**config.mk**
```make
export PLATFORM = sky130hd
export DESIGN_NAME = cmr_regs
export DESIGN_NICKNAME = d
export VERILOG_FILES = /design/src/rtl/cmr_pkg.sv /design/src/rtl/cmr_regs.sv
export SDC_FILE = /design/constraint.sdc
export NUM_CORES = 1
export LEC_CHECK = 0
export ABC_CLOCK_PERIOD_IN_PS = 2700
export BUFFER_PORTS_ARGS = -buffer_cell sky130_fd_sc_hd__buf_2
export CELL_PAD_IN_SITES_DETAIL_PLACEMENT = 1
export CELL_PAD_IN_SITES_GLOBAL_PLACEMENT = 1
export CORE_MARGIN = 2
export CORE_UTILIZATION = 42
export DETAILED_ROUTE_END_ITERATION = 6
export PLACE_DENSITY = 0.81
export SETUP_SLACK_MARGIN = 0.4
export SLEW_MARGIN = 20
export SYNTH_ARGS = -nofsm -noshare
export SYNTH_HDL_FRONTEND = slang
export SYNTH_SLANG_ARGS = --single-unit
export TNS_END_PERCENT = 50
```
**constraint.sdc**
```tcl
create_clock -name CLOCK -period 2.7 [get_ports CLOCK]
set_input_delay 0.54 -clock CLOCK [delete_from_list [all_inputs] [get_ports CLOCK]]
set_output_delay 0.54 -clock CLOCK [all_outputs]
set_load 0.02 [all_outputs]
```
**src/rtl/cmr_pkg.sv**
```systemverilog
`default_nettype none
package cmr_pkg;
   // Register addresses (7-bit register address space)
   localparam logic [6:0] ADDR_CHANNEL_PICK   = 7'h0A;
   localparam logic [6:0] ADDR_WAKEUP_CFG     = 7'h0B;
   localparam logic [6:0] ADDR_TRIM_ONE       = 7'h0C;
   localparam logic [6:0] ADDR_TRIM_TWO       = 7'h0D;
   localparam logic [6:0] ADDR_LOW_CELL_LIMIT = 7'h10;
   localparam logic [6:0] ADDR_SINGLE_RESULT  = 7'h11;
   localparam logic [6:0] ADDR_TRIM_THREE     = 7'h12;
   localparam logic [6:0] ADDR_CONTROL        = 7'h04;
   localparam logic [6:0] ADDR_IRQ_MASK       = 7'h05;
   localparam logic [6:0] ADDR_STATUS         = 7'h06;
   localparam logic [6:0] ADDR_LOW_CELL_FLAGS = 7'h08;

   // Reset values
   localparam logic [7:0]  RST_CHANNEL_PICK   = 8'h00;
   localparam logic [7:0]  RST_WAKEUP_CFG     = 8'hF9;
   localparam logic [7:0]  RST_TRIM_ONE       = 8'h03;
   localparam logic [7:0]  RST_TRIM_TWO       = 8'h07;
   localparam logic [11:0] RST_LOW_CELL_LIMIT = 12'h570;
   localparam logic [15:0] RST_TRIM_THREE     = 16'h0E00;

   // Field positions
   localparam int BIT_DIVIDER_SEL  = 7;
   localparam int BIT_RESTART      = 1;
   localparam int BIT_MASK_WAKEUP  = 1;
   localparam int BIT_MASK_LOWCELL = 3;
   localparam int BIT_ST_WAKEUP    = 1;
   localparam int BIT_ST_LOWCELL   = 3;

   // Channel selector codes
   localparam logic [2:0] SEL_TEMP  = 3'h6;
   localparam logic [2:0] SEL_TIMER = 3'h7;

   // Timer geometry: 4096 oscillator cycles per step, prescale 1 or 6
   localparam logic [11:0] STEP_CYCLES_M1  = 12'hFFF;
   localparam logic [2:0]  PRESCALE_OFF_M1 = 3'h0;
   localparam logic [2:0]  PRESCALE_ON_M1  = 3'h5;
   localparam int          OSC_HZ          = 50000;
   localparam int          STEP_NS         = 82000000;
   localparam int          CLOCK_PERIOD_NS = 8;
endpackage
`default_nettype wire

```
**src/rtl/cmr_regs.sv**
```systemverilog
`timescale 1ns/100ps
`default_nettype none
module cmr_regs (
   input  wire logic        CLOCK,
   input  wire logic        RST,
   input  wire logic        OSC_TICK,
   input  wire logic        TIMER_ENABLE,
   input  wire logic        REG_WRITE,
   input  wire logic        REG_READ,
   input  wire logic [6:0]  REG_ADDR,
   input  wire logic [15:0] REG_WDATA,
   output logic      [15:0] REG_RDATA,
   input  wire logic [71:0] CELL_RESULTS,
   input  wire logic [11:0] TEMP_RESULT,
   input  wire logic        RESULTS_VALID,
   output logic      [11:0] LOW_CELL_LIMIT,
   output logic             IRQ
);
   // Oscillator tick is asynchronous to CLOCK
   logic       tick_s1;
   logic       tick_s2;
   logic       tick_s3;
   logic       ena_s1;
   logic       ena_s2;
   logic       osc_edge;

   logic [2:0]  channel_pick;
   logic [7:0]  slow_wakeup_timer_cfg;
   logic [11:0] low_cell_limit;
   logic [11:0] single_result;
   logic [7:0]  trim_one;
   logic [7:0]  trim_two;
   logic [15:0] trim_three;
   logic [4:0]  irq_mask;
   logic [4:0]  status;
   logic [5:0]  low_cell_flags;
   logic [11:0] step_count;
   logic [2:0]  pre_count;
   logic [6:0]  wakeup_interval_count;

   logic [2:0]  next_channel_pick;
   logic [7:0]  next_cfg;
   logic [11:0] next_limit;
   logic [11:0] next_result;
   logic [7:0]  next_trim_one;
   logic [7:0]  next_trim_two;
   logic [15:0] next_trim_three;
   logic [4:0]  next_irq_mask;
   logic [4:0]  next_status;
   logic [5:0]  next_low_cell_flags;
   logic [11:0] next_step_count;
   logic [2:0]  next_pre_count;
   logic [6:0]  next_interval;
   logic [15:0] next_rdata;

   logic        wakeup_elapsed;
   logic        wakeup_restart;
   logic [5:0]  below;
   logic [2:0]  pre_max;
   logic [11:0] timer_value;
   logic        status_read;

   always_ff @(posedge CLOCK) begin
      if (RST) begin
         tick_s1 <= 1'b0;
         tick_s2 <= 1'b0;
         tick_s3 <= 1'b0;
         ena_s1  <= 1'b0;
         ena_s2  <= 1'b0;
      end else begin
         tick_s1 <= OSC_TICK;
         tick_s2 <= tick_s1;
         tick_s3 <= tick_s2;
         ena_s1  <= TIMER_ENABLE;
         ena_s2  <= ena_s1;
      end
   end

   assign osc_edge = tick_s2 & ~tick_s3;

   // Timer: pre_count counts prescale, step_count counts 4096 oscillator cycles
   always_comb begin
      pre_max = slow_wakeup_timer_cfg[cmr_pkg::BIT_DIVIDER_SEL] ?
                cmr_pkg::PRESCALE_ON_M1 : cmr_pkg::PRESCALE_OFF_M1;
      wakeup_restart = REG_WRITE && (REG_ADDR == cmr_pkg::ADDR_CONTROL)
                       && REG_WDATA[cmr_pkg::BIT_RESTART];
      next_step_count = step_count;
      next_pre_count  = pre_count;
      next_interval   = wakeup_interval_count;
      wakeup_elapsed  = 1'b0;
      if (!ena_s2 || wakeup_restart) begin
         next_step_count = 12'h000;
         next_pre_count  = 3'h0;
         next_interval   = 7'h00;
      end else if (osc_edge) begin
         next_step_count = step_count + 12'h001;
         if (step_count == cmr_pkg::STEP_CYCLES_M1) begin
            next_pre_count = pre_count + 3'h1;
            if (pre_count >= pre_max) begin
               next_pre_count = 3'h0;
               next_interval  = wakeup_interval_count + 7'h01;
               if (wakeup_interval_count >= slow_wakeup_timer_cfg[6:0]) begin
                  next_interval  = 7'h00;
                  wakeup_elapsed = 1'b1;
               end
            end
         end
      end
   end

   always_ff @(posedge CLOCK) begin
      if (RST) begin
         step_count            <= 12'h000;
         pre_count             <= 3'h0;
         wakeup_interval_count <= 7'h00;
      end else begin
         step_count            <= next_step_count;
         pre_count             <= next_pre_count;
         wakeup_interval_count <= next_interval;
      end
   end

   assign timer_value = {5'h00, wakeup_interval_count};

   // Register writes, result refresh and sticky status
   always_comb begin
      next_channel_pick   = channel_pick;
      next_cfg            = slow_wakeup_timer_cfg;
      next_limit          = low_cell_limit;
      next_result         = single_result;
      next_trim_one       = trim_one;
      next_trim_two       = trim_two;
      next_trim_three     = trim_three;
      next_irq_mask       = irq_mask;
      status_read         = REG_READ && (REG_ADDR == cmr_pkg::ADDR_STATUS);
      next_status         = status_read ? 5'h00 : status;
      next_low_cell_flags = low_cell_flags;
      for (int i = 0; i < 6; i++) begin
         below[i] = RESULTS_VALID && (CELL_RESULTS[i*12 +: 12] < low_cell_limit);
      end
      if (REG_WRITE) begin
         unique case (REG_ADDR)
            cmr_pkg::ADDR_CHANNEL_PICK: begin
               next_channel_pick = REG_WDATA[2:0];
               unique case (REG_WDATA[2:0])
                  cmr_pkg::SEL_TEMP:  next_result = TEMP_RESULT;
                  cmr_pkg::SEL_TIMER: next_result = timer_value;
                  default:            next_result = CELL_RESULTS[REG_WDATA[2:0]*12 +: 12];
               endcase
            end
            cmr_pkg::ADDR_WAKEUP_CFG:     next_cfg = REG_WDATA[7:0];
            cmr_pkg::ADDR_LOW_CELL_LIMIT: next_limit = REG_WDATA[11:0];
            cmr_pkg::ADDR_IRQ_MASK:       next_irq_mask = REG_WDATA[4:0];
            cmr_pkg::ADDR_TRIM_ONE:       next_trim_one = REG_WDATA[7:0];
            cmr_pkg::ADDR_TRIM_TWO:       next_trim_two = REG_WDATA[7:0];
            cmr_pkg::ADDR_TRIM_THREE:     next_trim_three = REG_WDATA;
            default: ;
         endcase
      end
      // Set wins over the clearing read
      if (wakeup_elapsed) begin
         next_status[cmr_pkg::BIT_ST_WAKEUP] = 1'b1;
      end
      if (|below) begin
         next_status[cmr_pkg::BIT_ST_LOWCELL] = 1'b1;
      end
      if (REG_READ && (REG_ADDR == cmr_pkg::ADDR_LOW_CELL_FLAGS)) begin
         next_low_cell_flags = 6'h00;
      end
      next_low_cell_flags = next_low_cell_flags | below;
   end

   always_ff @(posedge CLOCK) begin
      if (RST) begin
         channel_pick          <= cmr_pkg::RST_CHANNEL_PICK[2:0];
         slow_wakeup_timer_cfg <= cmr_pkg::RST_WAKEUP_CFG;
         low_cell_limit        <= cmr_pkg::RST_LOW_CELL_LIMIT;
         single_result         <= 12'h000;
         trim_one              <= cmr_pkg::RST_TRIM_ONE;
         trim_two              <= cmr_pkg::RST_TRIM_TWO;
         trim_three            <= cmr_pkg::RST_TRIM_THREE;
         irq_mask              <= 5'h00;
         status                <= 5'h00;
         low_cell_flags        <= 6'h00;
      end else begin
         channel_pick          <= next_channel_pick;
         slow_wakeup_timer_cfg <= next_cfg;
         low_cell_limit        <= next_limit;
         single_result         <= next_result;
         trim_one              <= next_trim_one;
         trim_two              <= next_trim_two;
         trim_three            <= next_trim_three;
         irq_mask              <= next_irq_mask;
         status                <= next_status;
         low_cell_flags        <= next_low_cell_flags;
      end
   end

   // Read data is registered one cycle after the read strobe
   always_comb begin
      next_rdata = 16'h0000;
      if (REG_READ) begin
         unique case (REG_ADDR)
            cmr_pkg::ADDR_CHANNEL_PICK:   next_rdata = {13'h0000, channel_pick};
            cmr_pkg::ADDR_WAKEUP_CFG:     next_rdata = {8'h00,
               slow_wakeup_timer_cfg[cmr_pkg::BIT_DIVIDER_SEL], slow_wakeup_timer_cfg[6:0]};
            cmr_pkg::ADDR_LOW_CELL_LIMIT: next_rdata = {4'h0, low_cell_limit};
            cmr_pkg::ADDR_SINGLE_RESULT:  next_rdata = {4'h0, single_result};
            cmr_pkg::ADDR_IRQ_MASK:       next_rdata = {11'h000, irq_mask};
            cmr_pkg::ADDR_STATUS:         next_rdata = {11'h000, status};
            cmr_pkg::ADDR_LOW_CELL_FLAGS: next_rdata = {10'h000, low_cell_flags};
            cmr_pkg::ADDR_TRIM_ONE:       next_rdata = {8'h00, trim_one};
            cmr_pkg::ADDR_TRIM_TWO:       next_rdata = {8'h00, trim_two};
            cmr_pkg::ADDR_TRIM_THREE:     next_rdata = trim_three;
            default:                      next_rdata = 16'h0000;
         endcase
      end
   end

   always_ff @(posedge CLOCK) begin
      if (RST) begin
         REG_RDATA <= 16'h0000;
      end else begin
         REG_RDATA <= next_rdata;
      end
   end

   assign LOW_CELL_LIMIT = low_cell_limit;
   assign IRQ = |(status & ~irq_mask);

   pick_refresh_a: assert property (@(posedge CLOCK) disable iff (RST)
      REG_WRITE && REG_ADDR == cmr_pkg::ADDR_CHANNEL_PICK && REG_WDATA[2:0] < cmr_pkg::SEL_TEMP
      |=> single_result == $past(CELL_RESULTS[REG_WDATA[2:0]*12 +: 12]))
      else $error("single result not refreshed from cell");
   pick_temp_a: assert property (@(posedge CLOCK) disable iff (RST)
      REG_WRITE && REG_ADDR == cmr_pkg::ADDR_CHANNEL_PICK && REG_WDATA[2:0] == cmr_pkg::SEL_TEMP
      |=> single_result == $past(TEMP_RESULT))
      else $error("temperature not routed");
   pick_timer_a: assert property (@(posedge CLOCK) disable iff (RST)
      REG_WRITE && REG_ADDR == cmr_pkg::ADDR_CHANNEL_PICK && REG_WDATA[2:0] == cmr_pkg::SEL_TIMER
      |=> single_result == {5'h00, $past(wakeup_interval_count)})
      else $error("timer value not routed");
   result_hold_a: assert property (@(posedge CLOCK) disable iff (RST)
      !(REG_WRITE && REG_ADDR == cmr_pkg::ADDR_CHANNEL_PICK) |=> $stable(single_result))
      else $error("single result changed without selector write");
   result_upper_a: assert property (@(posedge CLOCK) disable iff (RST)
      $past(REG_READ) && $past(REG_ADDR) == cmr_pkg::ADDR_SINGLE_RESULT |-> REG_RDATA[15:12] == 4'h0)
      else $error("result upper bits not zero");
   wake_irq_a: assert property (@(posedge CLOCK) disable iff (RST)
      wakeup_elapsed && !irq_mask[cmr_pkg::BIT_MASK_WAKEUP] && !REG_WRITE |=> IRQ)
      else $error("elapse raised no interrupt");
   status_clear_a: assert property (@(posedge CLOCK) disable iff (RST)
      status_read && !wakeup_elapsed && !(|below) |=> status == 5'h00)
      else $error("status read did not clear");
   restart_zero_a: assert property (@(posedge CLOCK) disable iff (RST)
      wakeup_restart |=> step_count == 12'h000 && wakeup_interval_count == 7'h00)
      else $error("restart did not clear timer");
   lowcell_flag_a: assert property (@(posedge CLOCK) disable iff (RST)
      |below |=> status[cmr_pkg::BIT_ST_LOWCELL] && (low_cell_flags & $past(below)) == $past(below))
      else $error("low cell not flagged");
   pick_store_a: assert property (@(posedge CLOCK) disable iff (RST)
      REG_WRITE && REG_ADDR == cmr_pkg::ADDR_CHANNEL_PICK
      |=> channel_pick == $past(REG_WDATA[2:0]))
      else $error("selector code not stored");
   pick_read_a: assert property (@(posedge CLOCK) disable iff (RST)
      $past(REG_READ) && $past(REG_ADDR) == cmr_pkg::ADDR_CHANNEL_PICK
      |-> REG_RDATA[15:3] == 13'h0000)
      else $error("selector upper bits not zero");
   limit_store_a: assert property (@(posedge CLOCK) disable iff (RST)
      REG_WRITE && REG_ADDR == cmr_pkg::ADDR_LOW_CELL_LIMIT
      |=> LOW_CELL_LIMIT == $past(REG_WDATA[11:0]))
      else $error("limit not stored");
   cfg_store_a: assert property (@(posedge CLOCK) disable iff (RST)
      REG_WRITE && REG_ADDR == cmr_pkg::ADDR_WAKEUP_CFG
      |=> slow_wakeup_timer_cfg == $past(REG_WDATA[7:0]))
      else $error("timer config not stored");
   delay_read_a: assert property (@(posedge CLOCK) disable iff (RST)
      REG_READ && REG_ADDR == cmr_pkg::ADDR_WAKEUP_CFG
      |=> REG_RDATA[6:0] == $past(slow_wakeup_timer_cfg[6:0]))
      else $error("delay field read differs from value in use");
   timer_reload_a: assert property (@(posedge CLOCK) disable iff (RST)
      wakeup_elapsed |=> wakeup_interval_count == 7'h00)
      else $error("timer did not reload after elapse");
   timer_idle_a: assert property (@(posedge CLOCK) disable iff (RST)
      !ena_s2 |=> step_count == 12'h000 && wakeup_interval_count == 7'h00)
      else $error("disabled timer kept counting");
   lowcell_irq_a: assert property (@(posedge CLOCK) disable iff (RST)
      status[cmr_pkg::BIT_ST_LOWCELL] && !irq_mask[cmr_pkg::BIT_MASK_LOWCELL] |-> IRQ)
      else $error("unmasked low cell raised no interrupt");
endmodule
`default_nettype wire

```
==> flow_summary.ini <==
[status]
status = completed

[clock_tree]
h-tree-depth = 4
path_clk_slew_ns = 0.06
clock_sinks = 123
numCtsBuffers = 17
insertion_delay_ns = 0.42
cts_max_path_buffers = 2
root_buffer = clkbuf_16
cts_tree = yes

[critical_path]
critical_path.startpoint = LOW_CELL_LIMIT[2]
crit_buf_inv = 1
crit_slowest_cell = a211oi_1
cp-endpoint = status[3]
critPathTopFamily = compound AO/OA/AOI/OAI gates
rrSetupSlack_ns = 0.42
cpMostUsedCell = a211oi_1
critPathLaunchType = flip-flop
end_kind = flip-flop
slowest_delay_ns = 0.46
crit_fanout = 6
path_depth = 8
r2r-end = status[3]
cp.required_ns = 3.04
critPathKind = reg -> reg
reg2regPathDepth = 8
reg2reg_from = LOW_CELL_LIMIT[2]
cp_cell_sequence = inv_2, ha_1, a211oi_1, o21ai_0, a211oi_1, o2111ai_1, and4b_1, a41oi_1
worstPathArrival_ns = 2.62

[min_path]
hold_class = in -> reg

[logic_synthesis]
ys_seq_area_frac = 0.3295
synthTopCellsByArea = dfxtp_1 (33%), ha_1 (13%), nand2_1 (6.5%)
synth_nets = 1044
synthDistinctLibCells = 59
syn_inst = 852
yosys_warnings = 0
synth_top_area_frac = 0.3295
synthFlopType = dfxtp_1
synth_top_area_cell = dfxtp_1
ys_ff_latch = 123
syn_area_um2 = 7472
synth-async-reset-ratio = 0
synth_edf_count = 0
synth_area_per_cell_um2 = 8.770

[routing]
routed_wl_mm = 25.02
firstDrtPassIters = 5
drc = 0
drtIter0Drc = 416
vias = 7136
ant_nets = 0
wire_per_inst_um = 20.41
drt-vias-per-instance = 5.821

[layout]
antenna_cells = 0
final_common_cell = buf_2
register_area_um2 = 2465
multi_input_area_um2 = 4702
fin_nets = 1181
layout_common_cells = buf_2 (142), nand2_1 (130), dfxtp_1 (121)
drive_gt1_frac = 0.2478
fin_cells = 1226
num-fill-cells = 2076
syn_to_final_growth_pct = 21.47

[power]
power_frac_seq = 0.388
vdd_ir_drop_max_v = 0.0004498
p_clk_frac = 0.505
leakage_nw = 3.905
pwr-share-comb = 0.107
p_switching_w = 0.001212
internal-power_w = 0.003520
p_per_area_nw_per_um2 = 521.5
switching_share = 0.2562

[die]
die_h_um = 137.4
die_w_um = 137.4
die_area_um2 = 18870
rows = 48
core_area_um2 = 17360
ioPinCount = 143
start_util = 0.4305

[placement]
dp_hpwl_mm = 18.98
place_inst = 1195
place.gp.congestion = 0.9221
io_buffers = 142

[sta]
fmax_ghz = 0.4383
slew_violations = 0
rsz0062_at_grt = yes
maxSlewHeadroom = 0.4989
fin_tns_setup_ns = 0
setup_viol_count_final = 0
max_slew.worst_pin.slew_ns = 0.7516
skew_ns = 0.005950
hold_ws_ns = 0.3278
finalCriticalPeriod_ns = 2.281
hold_viol = 0
period_share = 0.8450

[global_route]
overflow = 0
grtUsageTotal = 0.2761
grt_pass1_wl_mm = 39.73
grt_max_degree = 66
first_global_vias = 7394
grt_antenna_before_repair = 0

[flow_run]
cap_violations = 0
## repair_timing
item | 4_1_cts | 5_1_grt
endpoints found under the setup margin | 2 | 9
buffers inserted | 0 | 0
resized for setup | 8 | 7
endpoints found under the hold margin | 0 | 0
hold buffers | 0 | 0
## flip-flops by register name, indices dropped and copies added (netlist names), 2 cells and up
signal                 count
channel_pick               3
slow_wakeup_timer_cfg      8
status                     2
REG_RDATA                 16
single_result             12
wakeup_interval_count      7
LOW_CELL_LIMIT            12
low_cell_flags             6
trim_two                   8
trim_three                16
pre_count                  3
irq_mask                   5
trim_one                   8
step_count                12
## worst min path at each step
stage | startpoint | endpoint | slack (ns) | depth (start not counted)
2_1_floorplan | ena_s1 | ena_s2 | 0.41 | 1
3_3_place_gp | tick_s1 | tick_s2 | 0.42 | 1
3_5_place_dp | ena_s1 | ena_s2 | 0.44 | 1
4_1_cts | TIMER_ENABLE | ena_s1 | 0.32 | 2
5_1_grt | TIMER_ENABLE | ena_s1 | 0.34 | 2
6_report | TIMER_ENABLE | ena_s1 | 0.33 | 2
## power groups by stage
stage | combinational [W] | clock, W | sequential (W)
2_1_floorplan | 0.000273 | 0 | 0.00188
3_3_place_gp | 0.000479 | 0 | 0.00188
3_5_place_dp | 0.000491 | 0 | 0.00188
4_1_cts | 0.000497 | 0.00242 | 0.00184
5_1_grt | 0.000548 | 0.00250 | 0.00184
6_report | 0.000504 | 0.00239 | 0.00184
## final cells by class
class	instances	share of cell area
Clock buffer	17	0.04687
Inverter	28	0.01158
Clock inverter	14	0.02054
Sequential cell	123	0.2716
Multi-Input combinational cell	652	0.5181
Timing Repair Buffer	167	0.1004
Tap cell	225	0.03102
## per-stage QoR
step	utilization	setup WS [ns]	cell area [um2]	total power, W
3_3_place_gp	0.4860	0.2565	8436	0.002357
5_1_grt	0.5229	0.3195	9076	0.004884
3_5_place_dp	0.4860	0.1672	8436	0.002370
2_1_floorplan	-	0.5095	7472	0.002148
4_1_cts	0.5219	0.4074	9059	0.004755
6_report	0.5229	0.4186	9076	0.004733
## worst register-to-register path: cells and delay by family (launching register included)
family / cells / cell delay (ns)
AO/OA/AOI/OAI: 5 / 1.22
AND/OR/NAND/NOR: 1 / 0.22
buffers and inverters: 1 / 0.10
adder cells (fa/ha/maj): 1 / 0.30
flip-flops: 1 / 0.37
## per-layer routing
layer / wire length [um] / global-route usage / share of wire / up-vias
met5: 0 / 0 / 0 / -
met4: 439 / 0.08076 / 0.018 / 0
met3: 1293 / 0.04562 / 0.052 / 41
met2: 12010 / 0.4646 / 0.48 / 216
met1: 11270 / 0.3637 / 0.45 / 3534
li1: - / - / - / 3345
## synthesized netlist by cell type, types with 9 or more instances
library cell,number
nand4_1,13
buf_2,18
ha_1,78
a211oi_1,17
nand2_1,130
inv_1,28
clkbuf_1,26
nor2b_1,19
nor2_1,58
dfxtp_1,123
o21ai_0,29
and3_1,9
xnor2_1,10
xor2_1,9
a21oi_1,75
a22oi_1,14
nand3_1,43
mux4_2,19
o211ai_1,21
mux2i_1,39
## kinds of logic (layout without fill, tap and decap cells)
group           after synthesis  in the layout  synth area share
simple gates                313            313            0.2078
compound gates              184            184            0.1556
flops                       123            123            0.3295
fa+ha+maj                    78             78            0.1306
buf+inv                      77            226           0.04471
mux                          58             58            0.1095
xor+xnor                     19             19           0.02227
(Power assumes the default switching activity.)
